===== src/efc_regs.svh =====
`ifndef EFC_REGS_SVH
`define EFC_REGS_SVH
// Purpose: timing counts for the earth-fault coordination block
// Assumes: 250 MHz clock, 1 ms tick
// Notes: times in ms, derived cycle counts
`define EFC_CLK_KHZ 250000
`define EFC_TICK_MS 1
`define EFC_TICK_CYC (`EFC_CLK_KHZ * `EFC_TICK_MS)
`define EFC_WINDOW_MS 1000
`define EFC_FAST_BLK_MS 400
`define EFC_FULL_BLK_MS 1000
`define EFC_MIN_PULSES 6
`define EFC_UN_LOW 8'h64
`define EFC_UN_HIGH 8'h6E
`endif


===== src/efc_pkg.sv =====
// Purpose: types for the earth-fault coordination block
// Assumes: none
// Notes: one state enum shared by the transient and intermittent stages
package efc_pkg;
    typedef logic [15:0] efc_ms_t;
    typedef enum logic [1:0] {EFC_IDLE, EFC_RUN, EFC_DONE} efc_st_e;
    typedef struct packed {
        logic [17:0] tick_cnt;
        logic tick;
        efc_st_e tr_st;
        logic [15:0] tr_ms;
        logic tr_trip;
        logic [15:0] blk_ms;
        efc_st_e ie_st;
        logic [15:0] ie_ms;
        logic [3:0] ie_pulses;
        logic ie_trip;
        logic ie_start;
        logic lo_trip;
        logic hi_trip;
        logic [15:0] ev_count;
        logic ev;
    } efc_state_s;
endpackage


===== src/efc_core.sv =====
// Purpose: earth-fault stage coordination
// Assumes: measurement inputs come from another clock and are synchronised here
// Notes: settings are static ports, times in milliseconds
// Operation
// - Calculation window opens one second before operate time
// - Suppress neutral trips during calculation window
// - Current priority: neutral start blocks transient
// - Transient disable leaves intermittent stage working
// - Intermittent start needs pulses, phase, voltage
// - Intermittent trips only with cosine or zero angle
// - Intermittent operation counts transient stage events
// - Direction mismatch blocks transient stage
// - Current priority: neutral start blocks intermittent
// - Intermittent disable switch removes intermittent stage
// - Intermittent trip after six pulses and expiry
// - Rated voltage selects 100 or 110 volts
// - Three control inputs, each own switchgroup
// - Angle input honoured only in compat position
// - Fast switch: low-set off, high-set 0.4 s
// - Full block switch: both blocked about 1 s
`include "efc_regs.svh"
module efc_core (
    input wire logic clk,
    input wire logic rst_n,
    input wire logic voltage_trigger,
    input wire logic residual_voltage_high,
    input wire logic current_pulse,
    input wire logic phase_ok,
    input wire logic transient_forward,
    input wire logic intermittent_forward,
    input wire logic low_set_start,
    input wire logic high_set_start,
    input wire logic low_set_timeout,
    input wire logic high_set_timeout,
    input wire logic external_control_input_one,
    input wire logic external_control_input_two,
    input wire logic external_reset_input,
    input wire logic basic_angle_control_input,
    input wire logic [7:0] sgb_one,
    input wire logic [7:0] sgb_two,
    input wire logic [7:0] sgb_three,
    input wire efc_pkg::efc_ms_t transient_operate_time,
    input wire efc_pkg::efc_ms_t intermittent_operate_time,
    input wire logic cos_characteristic,
    input wire logic zero_basic_angle,
    input wire logic current_priority_switch,
    input wire logic transient_disable_switch,
    input wire logic intermittent_disable_switch,
    input wire logic rated_voltage_select_switch,
    input wire logic angle_input_compat_switch,
    input wire logic fast_transient_switch,
    input wire logic full_block_switch,
    output logic [7:0] rated_voltage,
    output logic basic_angle_alt,
    output logic second_settings,
    output logic reset_indicators,
    output logic reset_outputs,
    output logic reset_registers,
    output logic calc_window,
    output logic transient_start,
    output logic transient_trip,
    output logic intermittent_start,
    output logic intermittent_trip,
    output logic low_set_trip,
    output logic high_set_trip,
    output logic transient_event,
    output logic [15:0] transient_event_count
);
    import efc_pkg::*;

    // Two-flop synchronisers for the asynchronous measurement and control pins
    localparam int NS = 14;
    logic [NS-1:0] raw, s1, s2;
    assign raw = {voltage_trigger, residual_voltage_high, current_pulse, phase_ok,
                  transient_forward, intermittent_forward, low_set_start, high_set_start,
                  low_set_timeout, high_set_timeout, external_control_input_one,
                  external_control_input_two, external_reset_input,
                  basic_angle_control_input};
    always_ff @(posedge clk or negedge rst_n) begin
        if (!rst_n) begin
            s1 <= '0;
            s2 <= '0;
        end else begin
            s1 <= raw;
            s2 <= s1;
        end
    end
    logic v_trig, u_high, pulse, ph_ok, tr_fwd, ie_fwd, lo_st, hi_st, lo_to, hi_to;
    logic ctl1, ctl2, ctl3, ang_in, pulse_d;
    assign {v_trig, u_high, pulse, ph_ok, tr_fwd, ie_fwd, lo_st, hi_st, lo_to, hi_to,
            ctl1, ctl2, ctl3, ang_in} = s2;

    // Control inputs: bit0 blocks transient, bit1 intermittent, bit2 neutral stages,
    // bit3 second settings, bit4 basic angle, bits 5-7 reset levels
    // Inputs that share a function are ORed, so any one of them acts
    logic [7:0] act;
    always_comb begin
        act = (ctl1 ? sgb_one : 8'h00) | (ctl2 ? sgb_two : 8'h00)
            | (ctl3 ? sgb_three : 8'h00);
    end
    assign second_settings = act[3];
    assign basic_angle_alt = angle_input_compat_switch & (act[4] | ang_in);
    assign reset_indicators = act[5] | act[6] | act[7];
    assign reset_outputs = act[6] | act[7];
    assign reset_registers = act[7];

    efc_state_s st, next_st;
    logic pulse_rise;
    logic [15:0] win_start;
    logic in_window, tr_block, ie_block, ie_off, nc_block, ie_may_op, neutral_start;
    always_comb begin
        neutral_start = lo_st | hi_st;
        win_start = (transient_operate_time > 16'(`EFC_WINDOW_MS))
                  ? transient_operate_time - 16'(`EFC_WINDOW_MS) : 16'h0000;
        // Window shuts at the operate time so later neutral trips pass again
        in_window = (st.tr_st == EFC_RUN) && (st.tr_ms >= win_start)
                  && (st.tr_ms < transient_operate_time);
        tr_block = transient_disable_switch | act[0]
                 | (current_priority_switch & neutral_start)
                 | (st.ie_start & (ie_fwd != tr_fwd));
        // Disable removes the stage; blocks only hold back its trip
        ie_off = intermittent_disable_switch;
        ie_block = act[1] | (current_priority_switch & neutral_start);
        nc_block = act[2] | in_window
                 | ((st.blk_ms != 16'h0000) & (fast_transient_switch | full_block_switch));
        ie_may_op = cos_characteristic | zero_basic_angle;
    end
    assign pulse_rise = pulse & ~pulse_d;
    always_ff @(posedge clk or negedge rst_n) begin
        if (!rst_n) pulse_d <= 1'b0;
        else pulse_d <= pulse;
    end

    always_comb begin
        next_st = st;
        next_st.ev = 1'b0;
        // Common millisecond tick; coarser ticks would round short settings away
        next_st.tick = 1'b0;
        if (st.tick_cnt == 18'(`EFC_TICK_CYC - 1)) begin
            next_st.tick_cnt = 18'h0_0000;
            next_st.tick = 1'b1;
        end else begin
            next_st.tick_cnt = st.tick_cnt + 18'h0_0001;
        end
        // Count down first so that a retrigger reloads the full block time
        if (st.tick && st.blk_ms != 16'h0000) begin
            next_st.blk_ms = st.blk_ms - 16'h0001;
        end
        // Transient stage: timing runs regardless of blocks; only the disable switch stops it starting
        case (st.tr_st)
            EFC_IDLE: begin
                if (v_trig && !transient_disable_switch) begin
                    next_st.tr_st = EFC_RUN;
                    next_st.tr_ms = 16'h0000;
                    next_st.blk_ms = full_block_switch ? 16'(`EFC_FULL_BLK_MS)
                                   : 16'(`EFC_FAST_BLK_MS);
                end
            end
            EFC_RUN: begin
                if (st.tick) begin
                    next_st.tr_ms = st.tr_ms + 16'h0001;
                end
                if (st.tr_ms >= transient_operate_time) begin
                    next_st.tr_st = EFC_DONE;
                    if (u_high && !tr_block) begin
                        next_st.tr_trip = 1'b1;
                        next_st.ev = 1'b1;
                    end
                end
            end
            EFC_DONE: begin
                if (!u_high) begin
                    next_st.tr_st = EFC_IDLE;
                    next_st.tr_trip = 1'b0;
                end
            end
            default: next_st.tr_st = EFC_IDLE;
        endcase
        // Intermittent stage
        next_st.ie_start = u_high & ph_ok & (st.ie_pulses != 4'h0) & ~ie_off;
        case (st.ie_st)
            EFC_IDLE: begin
                if (pulse_rise && u_high && ph_ok && !ie_off) begin
                    next_st.ie_st = EFC_RUN;
                    next_st.ie_ms = 16'h0000;
                    next_st.ie_pulses = 4'h1;
                end
            end
            EFC_RUN: begin
                if (!u_high || !ph_ok || ie_off) begin
                    next_st.ie_st = EFC_IDLE;
                    next_st.ie_pulses = 4'h0;
                end else begin
                    if (st.tick && st.ie_ms != 16'hFFFF) begin
                        next_st.ie_ms = st.ie_ms + 16'h0001;
                    end
                    if (pulse_rise && st.ie_pulses != 4'hF) begin
                        next_st.ie_pulses = st.ie_pulses + 4'h1;
                    end
                    if (pulse_rise && st.ie_pulses >= 4'(`EFC_MIN_PULSES - 1)
                        && st.ie_ms >= intermittent_operate_time && ie_may_op
                        && !ie_block) begin
                        next_st.ie_st = EFC_DONE;
                        next_st.ie_trip = 1'b1;
                        next_st.ev = 1'b1;
                    end
                end
            end
            EFC_DONE: begin
                if (!u_high) begin
                    next_st.ie_st = EFC_IDLE;
                    next_st.ie_trip = 1'b0;
                    next_st.ie_pulses = 4'h0;
                end
            end
            default: next_st.ie_st = EFC_IDLE;
        endcase
        // Neutral stages: low-set off entirely while fast mode holds it
        next_st.lo_trip = lo_to & ~nc_block & ~(fast_transient_switch & st.tr_st != EFC_IDLE);
        next_st.hi_trip = hi_to & ~nc_block;
        if (next_st.ev) begin
            next_st.ev_count = st.ev_count + 16'h0001;
        end
        // A register reset outranks an event in the same cycle
        if (act[7]) begin
            next_st.ev_count = 16'h0000;
        end
    end

    always_ff @(posedge clk or negedge rst_n) begin
        if (!rst_n) begin
            st <= '0;
        end else begin
            st <= next_st;
        end
    end

    assign rated_voltage = rated_voltage_select_switch ? `EFC_UN_HIGH : `EFC_UN_LOW;
    assign calc_window = in_window;
    assign transient_start = (st.tr_st == EFC_RUN);
    assign transient_trip = st.tr_trip;
    assign intermittent_start = st.ie_start;
    assign intermittent_trip = st.ie_trip;
    assign low_set_trip = st.lo_trip;
    assign high_set_trip = st.hi_trip;
    assign transient_event = st.ev;
    assign transient_event_count = st.ev_count;

    a_window_no_trip: assert property (@(posedge clk) disable iff (!rst_n)
        in_window |=> !st.lo_trip && !st.hi_trip) else $error("neutral trip in window");
    a_ie_needs_angle: assert property (@(posedge clk) disable iff (!rst_n)
        $rose(st.ie_trip) |-> $past(ie_may_op)) else $error("intermittent trip bad angle");
    a_ie_disabled: assert property (@(posedge clk) disable iff (!rst_n)
        intermittent_disable_switch |=> !st.ie_start) else $error("intermittent active");
    a_ie_six_pulses: assert property (@(posedge clk) disable iff (!rst_n)
        $rose(st.ie_trip) |-> $past(st.ie_pulses) >= 4'h5) else $error("few pulses");
    a_tr_disabled: assert property (@(posedge clk) disable iff (!rst_n)
        transient_disable_switch |=> !$rose(st.tr_trip)) else $error("transient trip");
    a_ev_counts: assert property (@(posedge clk) disable iff (!rst_n)
        st.ev && !$past(act[7]) |-> st.ev_count != $past(st.ev_count)) else $error("no count");
    a_prio_blocks: assert property (@(posedge clk) disable iff (!rst_n)
        current_priority_switch && neutral_start |=> !$rose(st.tr_trip))
        else $error("priority ignored");
    a_volt_select: assert property (@(posedge clk) disable iff (!rst_n)
        rated_voltage == (rated_voltage_select_switch ? 8'h6E : 8'h64))
        else $error("rated voltage");
    // Neutral-stage blocks: control input and full block hold both trips down one cycle later, fast mode one trip each
    a_neutral_block: assert property (@(posedge clk) disable iff (!rst_n)
        act[2] |=> !st.lo_trip && !st.hi_trip) else $error("control block ignored");
    a_fast_low_off: assert property (@(posedge clk) disable iff (!rst_n)
        fast_transient_switch && (st.tr_st != EFC_IDLE) |=> !st.lo_trip)
        else $error("low-set active in fast mode");
    a_fast_high_block: assert property (@(posedge clk) disable iff (!rst_n)
        fast_transient_switch && (st.blk_ms != 16'h0000) |=> !st.hi_trip)
        else $error("high-set not blocked");
    a_full_block: assert property (@(posedge clk) disable iff (!rst_n)
        full_block_switch && (st.blk_ms != 16'h0000) |=> !st.lo_trip && !st.hi_trip)
        else $error("full block ignored");
    a_window_early: assert property (@(posedge clk) disable iff (!rst_n)
        in_window |-> {1'b0, st.tr_ms} + 17'(`EFC_WINDOW_MS) >= {1'b0, transient_operate_time}
            && st.tr_ms < transient_operate_time) else $error("window misplaced");
    a_ie_start_needs: assert property (@(posedge clk) disable iff (!rst_n)
        st.ie_start |-> $past(u_high) && $past(ph_ok) && ($past(st.ie_pulses) != 4'h0))
        else $error("intermittent start criteria");
    a_ie_prio_block: assert property (@(posedge clk) disable iff (!rst_n)
        current_priority_switch && neutral_start |=> !$rose(st.ie_trip))
        else $error("intermittent priority ignored");
    a_dir_mismatch: assert property (@(posedge clk) disable iff (!rst_n)
        st.ie_start && (ie_fwd != tr_fwd) |=> !$rose(st.tr_trip))
        else $error("direction mismatch ignored");
    a_angle_compat: assert property (@(posedge clk) disable iff (!rst_n)
        !angle_input_compat_switch |-> !basic_angle_alt) else $error("angle input honoured");
    a_ctl_levels: assert property (@(posedge clk) disable iff (!rst_n)
        reset_registers |-> reset_outputs && reset_indicators) else $error("reset levels");
    a_ev_clear: assert property (@(posedge clk) disable iff (!rst_n)
        $past(act[7]) |-> st.ev_count == 16'h0000) else $error("count not cleared");
    c_tr_trip: cover property (@(posedge clk) disable iff (!rst_n) $rose(st.tr_trip));
    c_ie_trip: cover property (@(posedge clk) disable iff (!rst_n) $rose(st.ie_trip));
    c_window: cover property (@(posedge clk) disable iff (!rst_n) $rose(in_window));
    c_ie_blocked: cover property (@(posedge clk) disable iff (!rst_n)
        current_priority_switch && st.ie_start);
    c_full_block: cover property (@(posedge clk) disable iff (!rst_n)
        full_block_switch && (st.blk_ms != 16'h0000));
endmodule


===== config.mk =====
export PLATFORM = sky130hd
export DESIGN_NAME = efc_core
export DESIGN_NICKNAME = d
export VERILOG_FILES = /design/src/efc_pkg.sv /design/src/efc_core.sv
export VERILOG_INCLUDE_DIRS = /design/src
export SDC_FILE = /design/constraint.sdc
export NUM_CORES = 1
export LEC_CHECK = 0
export ABC_AREA = 1
export BUFFER_PORTS_ARGS = -buffer_cell sky130_fd_sc_hd__buf_2
export CAP_MARGIN = 20
export CORE_MARGIN = 8
export CORE_UTILIZATION = 45
export CTS_BUF_LIST = sky130_fd_sc_hd__clkbuf_4 sky130_fd_sc_hd__clkbuf_8
export DETAILED_ROUTE_END_ITERATION = 16
export MAX_ROUTING_LAYER = met4
export PLACE_DENSITY_LB_ADDON = 0.3
export SYNTH_ARGS = -nofsm -noshare
export SYNTH_HDL_FRONTEND = slang
export SYNTH_SLANG_ARGS = --single-unit

===== constraint.sdc =====
create_clock -name clk -period 4.65 [get_ports clk]
set_clock_uncertainty 0.2 [all_clocks]
set_input_delay 0.6975 -clock clk [delete_from_list [all_inputs] [get_ports clk]]
set_output_delay 0.6975 -clock clk [all_outputs]
set_load 0.1 [all_outputs]

### Word level (Yosys, flattened, before mapping)

Index checks and enable logic that the tools add are counted.

* register bits after elaboration: 126
* word-level logic and storage cells: 165
* output and inout bits: 37

* magnitude comparators: 6
* eq/ne operators: 20
* reduce and logical (&&, ||, !) cells: 40
* muxes and demuxes: 43
* add/sub/neg operators: 7
* bitwise gates (word level): 31

Operators by type and width (count)
* 16-bit 2-to-1 mux: 9
* 16-bit case mux with 2 select lines: 2
* 16-bit by 1-bit adder with 16-bit output (second input constant): 3
* 16-bit greater-or-equal comparator: 3
* 18-bit 2-to-1 mux: 2
* 8-bit 2-to-1 mux: 3
* 22-bit 2-to-1 mux: 1
* 18-bit by 1-bit adder with 18-bit output (second input constant): 1
* 18-bit == test (second input constant): 1
* 16-bit by 10-bit greater-than comparator with 1-bit output (second input constant): 1
* 16-bit less-than comparator: 1
* 16-bit != test (second input constant): 1
* 8-bit OR: 2
* 4-bit AND reduction: 4
* 16-bit nonzero test: 1
* 16-bit by 1-bit subtractor with 16-bit output (second input constant): 1
* 16-bit by 10-bit subtractor with 16-bit output (second input constant): 1
* 1-bit logical AND: 14
* 2-bit != test (second input constant): 7
* 1-bit OR: 13
* 1-bit AND: 12
* 1-bit 2-to-1 mux: 12
* 4-bit 2-to-1 mux: 3
* 2-bit case mux with 3 select lines: 2
* 21 further kinds: 47

### Logic depth before layout (Yosys ltp)

* word-level depth: 16
* depth in mapped cells: 20

### Worst setup path after synthesis

OpenSTA, ideal clock, no wires.

* kind: input -> output
* start point: in transient_operate_time[3]
* end point: out calc_window
* data required time: 3.753 ns
* setup slack: 0.586 ns
* data arrival time: 3.167 ns
* stages on the path: 18
* cell sequence: inv_1 -> ha_1 -> nor2_1 -> inv_1 -> nor2_1 -> nand2_1 -> nand2_1 -> nor3_1 -> nand3_1 -> xor2_1 -> nand2_1 -> ha_1 -> nand2_1 -> nor3_1 -> nand3_1 -> nand3_1 -> nand2_1 -> inv_1

* cells in the longest elaborated chain, start to end: 5

RTL lines
* start: declaration: line efc_core.sv:42 `input wire efc_pkg::efc_ms_t transient_operate_time,`
* 16-bit by 10-bit subtractor with 16-bit output or 16-bit by 10-bit greater-than comparator with 1-bit output (tied branches): line efc_core.sv:114, efc_core.sv:113
* 16-bit 2-to-1 mux: line efc_core.sv:113 `` win_start = (transient_operate_time > 16'(`EFC_WINDOW_MS)) ``
* 16-bit greater-or-equal comparator: line efc_core.sv:116 `in_window = (st.tr_st == EFC_RUN) && (st.tr_ms >= win_start)`
* 1-bit logical AND: line efc_core.sv:116
* 1-bit logical AND *: line efc_core.sv:117 `&& (st.tr_ms < transient_operate_time);`
* end: declaration: line efc_core.sv:59 `output logic calc_window,`

Every way passes the cells marked *; elsewhere a longest branch is shown, timed or not.

### Worst setup path in the final report

Ends and elaborated chain as after synthesis.

==> impl_metrics.env <==
export IMPL_hold_end="s2[13]$_DFF_PN0_"
export IMPL_grt_setup_unrepaired="false"
export IMPL_min_delay_path_depth=0
export IMPL_post_drt_wl_per_cell_um=13.5
export IMPL_avgSynthCellArea_um2=7.72
export IMPL_die_area_um2=23200
export IMPL_cp_end_kind="primary output"
export IMPL_required_ps=3750
export IMPL_worstSetupPathType="in2out"
export IMPL_cts_resized=0
export IMPL_clkPwrFrac=0.315
export IMPL_cts_tree="built"
export IMPL_n_antenna_cell=0
export IMPL_synth_edf_count=0
export IMPL_status="finished, final reports clean"
export IMPL_fp_dieW_um=152
export IMPL_grt_max_degree=102
export IMPL_yosysSeqAreaShare=0.377
export IMPL_firstDrtPassIters=5
export IMPL_cts_htree_levels=4
export IMPL_cts_buffers=17
export IMPL_r2r_setup_slack_ps=1850
export IMPL_grt_pass1_vias=6977
export IMPL_wl_mm=19.2
export IMPL_place_hpwl_mm=14.8
export IMPL_async_reset_ff_frac=1.00
export IMPL_worstPathCellList="buf_2, inv_1, ha_1, nor2_1, inv_1, nor2_1, nand2_1, nand2_1, nor3_1, nand3_1, xor2_1, nand2_1, ha_1, nand2_1, nor3_1, nand3_1, nand3_1, nand2_1, inv_1, buf_12"
export IMPL_syn_cell_area_um2=8370
export IMPL_drv_cap=0
export IMPL_num_nets_final=1317
export IMPL_power_density_nw_per_um2=319
export IMPL_r2r_start="st[42]$_DFFE_PN0P_"
export IMPL_cts_sink_count=126
export IMPL_viasPerCell=5.01
export IMPL_core_area_um2=18500
export IMPL_std_cell_rows=50
export IMPL_maxSlewViolCount=0
export IMPL_antenna_left=0
export IMPL_rr_worst_depth=9
export IMPL_syn_instance_count=1084
export IMPL_synth_ff_type="dfrtp_1"
export IMPL_antenna_found_initial=0
export IMPL_area_growth_pct=11.7
export IMPL_start_util=0.453
export IMPL_share_comb_of_total_power=0.258
export IMPL_synth_distinct_cells=51
export IMPL_clockBufferDepth=2
export IMPL_fin_crit_sh=0.926
export IMPL_max_freq_mhz=232
export IMPL_multiInputGateArea_um2=4420
export IMPL_clkLatencyLatePin_ps=440
export IMPL_p_sw_frac=0.366
export IMPL_grt_overflow_total=0
export IMPL_switchingPower_mw=1.09
export IMPL_grt_use_total=0.174
export IMPL_route_vias_total=7121
export IMPL_relSlewSlack=0.392
export IMPL_root_buffer="clkbuf_8"
export IMPL_min_from="s1[13]$_DFF_PN0_"
export IMPL_cp_start_kind="input port"
export IMPL_setup_viol=0
export IMPL_drive_above_1_share=0.156
export IMPL_finalHoldViolations=0
export IMPL_portBuffers=108
export IMPL_post_cts_buffers=0
export IMPL_ctsHoldBuffers=0
export IMPL_postLayoutCoreUtil=0.507
export IMPL_drc=0
export IMPL_worstMarginPinSlew_ps=912
export IMPL_hp_class="reg2reg"
export IMPL_ir_drop_uv=190
export IMPL_place_congestion=0.876
export IMPL_min_period_ps=4310
export IMPL_cp_arrival_ps=3410
export IMPL_p_leak_nw=5.02
export IMPL_rr_endpoint="st[29]$_DFFE_PN0P_"
export IMPL_cpMaxStageDelayCell="ha_1"
export IMPL_grt_pass1_wl_mm=33.0
export IMPL_seq_area_um2=3150
export IMPL_seq_power_share=0.427
export IMPL_io_pins=118
export IMPL_die_h_um=152
export IMPL_drtIter0Drc=396
export IMPL_clk_pin_slew_ps=70
export IMPL_crit_path_max_fanout=4
export IMPL_p_int_mw=1.89
export IMPL_cp_common_cell="nand2_1"
export IMPL_ys_warn_count=0
export IMPL_synth_seq_cells=126
export IMPL_nFillCells=1764
export IMPL_setup_tns_ps=0
export IMPL_max_stage_delay_ps=300
[layer usage]
| layer | track usage | vias to the layer above | share of wire | routed length, um |
|---|---|---|---|---|
| met4 | 0.0571 | 0 | 0.013 | 256 |
| met5 | - | - | 0 | 0 |
| met1 | 0.219 | 3268 | 0.48 | 9300 |
| met2 | 0.276 | 142 | 0.46 | 8860 |
| li1 | - | 3693 | - | - |
| met3 | 0.0366 | 18 | 0.041 | 789 |
[placed cells by master, fill, tap and decap left out, drive strengths merged, types with 3 or more instances in the layout]
cell,Yosys,final
nand4,43,43
nor4,5,5
buf,34,110
o21a,3,3
a22o,3,3
a21oi,52,52
ha,62,62
xor2,40,40
clkbuf,9,20
or2,6,6
a211oi,5,5
clkinv,1,8
inv,135,135
nand3,86,86
o21ai,37,37
dfrtp,126,126
nor2,121,121
xnor2,7,7
nand2,261,261
nor3,31,31
conb,2,6
[worst max-delay path, delay by kind of cell]
kind                     cells  cell delay (ps)
AND/OR/NAND/NOR             12             1440
adder cells (fa/ha/maj)      2              480
buffers and inverters        5              630
XOR/XNOR                     1              160
[worst max-delay path by stage]
stage               slack, ps                 startpoint     endpoint  cells past startpoint
floorplan                 590  transient_operate_time[3]  calc_window                     18
global placement          440  transient_operate_time[3]  calc_window                     20
detailed placement        370  transient_operate_time[3]  calc_window                     20
CTS                       350  transient_operate_time[3]  calc_window                     20
global route               20  transient_operate_time[3]  calc_window                     20
finish                    340  transient_operate_time[3]  calc_window                     20
[metrics by stage]
step	hold slack, ps	power [mW]	cells	cell area (um^2)	setup slack, ps
after floorplan	131	1.86	1088	8380	586
after global placement	132	2.05	1389	8960	443
after detailed placement	135	2.06	1389	8960	366
after CTS	129	3.01	1420	9350	345
after global routing	124	3.16	1420	9350	21.5
final	142	2.98	1420	9350	345
[power groups by stage]
stage	Clock, mW	Sequential, mW	Combinational [mW]
after floorplan	0	1.30	0.559
after global placement	0	1.29	0.757
after detailed placement	0	1.29	0.772
after CTS	0.963	1.27	0.775
after global routing	1.01	1.28	0.864
final	0.939	1.27	0.768
[synth_stat cells (2+ instances only)]
| library cell | number | area share |
|---|---|---|
| conb_1 | 2 | 0.00090 |
| a22o_1 | 3 | 0.0031 |
| o21ai_0 | 33 | 0.020 |
| o22ai_1 | 2 | 0.0015 |
| nand2_8 | 2 | 0.0048 |
| inv_2 | 3 | 0.0013 |
| nand2_1 | 254 | 0.11 |
| inv_1 | 130 | 0.058 |
| nor2_2 | 8 | 0.0060 |
| nor2_4 | 4 | 0.0054 |
| xor2_1 | 40 | 0.042 |
| nor3_2 | 5 | 0.0060 |
| inv_4 | 2 | 0.0015 |
| clkbuf_1 | 9 | 0.0040 |
| buf_2 | 6 | 0.0036 |
| nor3_1 | 24 | 0.014 |
| dfrtp_1 | 126 | 0.38 |
| o21a_1 | 3 | 0.0027 |
| nand3_4 | 2 | 0.0042 |
| nand2_4 | 3 | 0.0040 |
| nor2_1 | 108 | 0.048 |
| nor4_1 | 5 | 0.0037 |
| o21ai_1 | 4 | 0.0024 |
| nor3_4 | 2 | 0.0039 |
| xnor2_1 | 7 | 0.0073 |
| a21oi_1 | 52 | 0.031 |
| a211oi_1 | 5 | 0.0045 |
| a31oi_1 | 2 | 0.0015 |
| buf_4 | 26 | 0.023 |
| nand4_1 | 42 | 0.031 |
| ha_1 | 62 | 0.093 |
| nand3_1 | 82 | 0.049 |
| or2_2 | 6 | 0.0045 |
| nand3_2 | 2 | 0.0024 |
| nand2_2 | 2 | 0.0015 |
[logic make-up after synthesis]
group                    synth area share
buffers and inverters              0.0963
adder cells (fa/ha/maj)            0.0927
XOR/XNOR                           0.0492
AND/OR/NAND/NOR                     0.310
other                            0.000898
AO/OA/AOI/OAI                      0.0742
flip-flops                          0.377
[sequential cells by signal, indices dropped and copies added (netlist names), 14 cells and up]
| register | cells |
|---|---|
| st | 75 |
| transient_event_count | 16 |
| s1 | 14 |
| s2 | 14 |
[layout make-up]
type | count | area share
Multi-Input combinational cell | 783 | 0.473
Clock buffer | 20 | 0.0288
Tap cell | 234 | 0.0313
Clock inverter | 11 | 0.0126
Inverter | 136 | 0.0551
Sequential cell | 126 | 0.337
Timing Repair Buffer | 110 | 0.0617
Power figures use the tool's default switching activity.
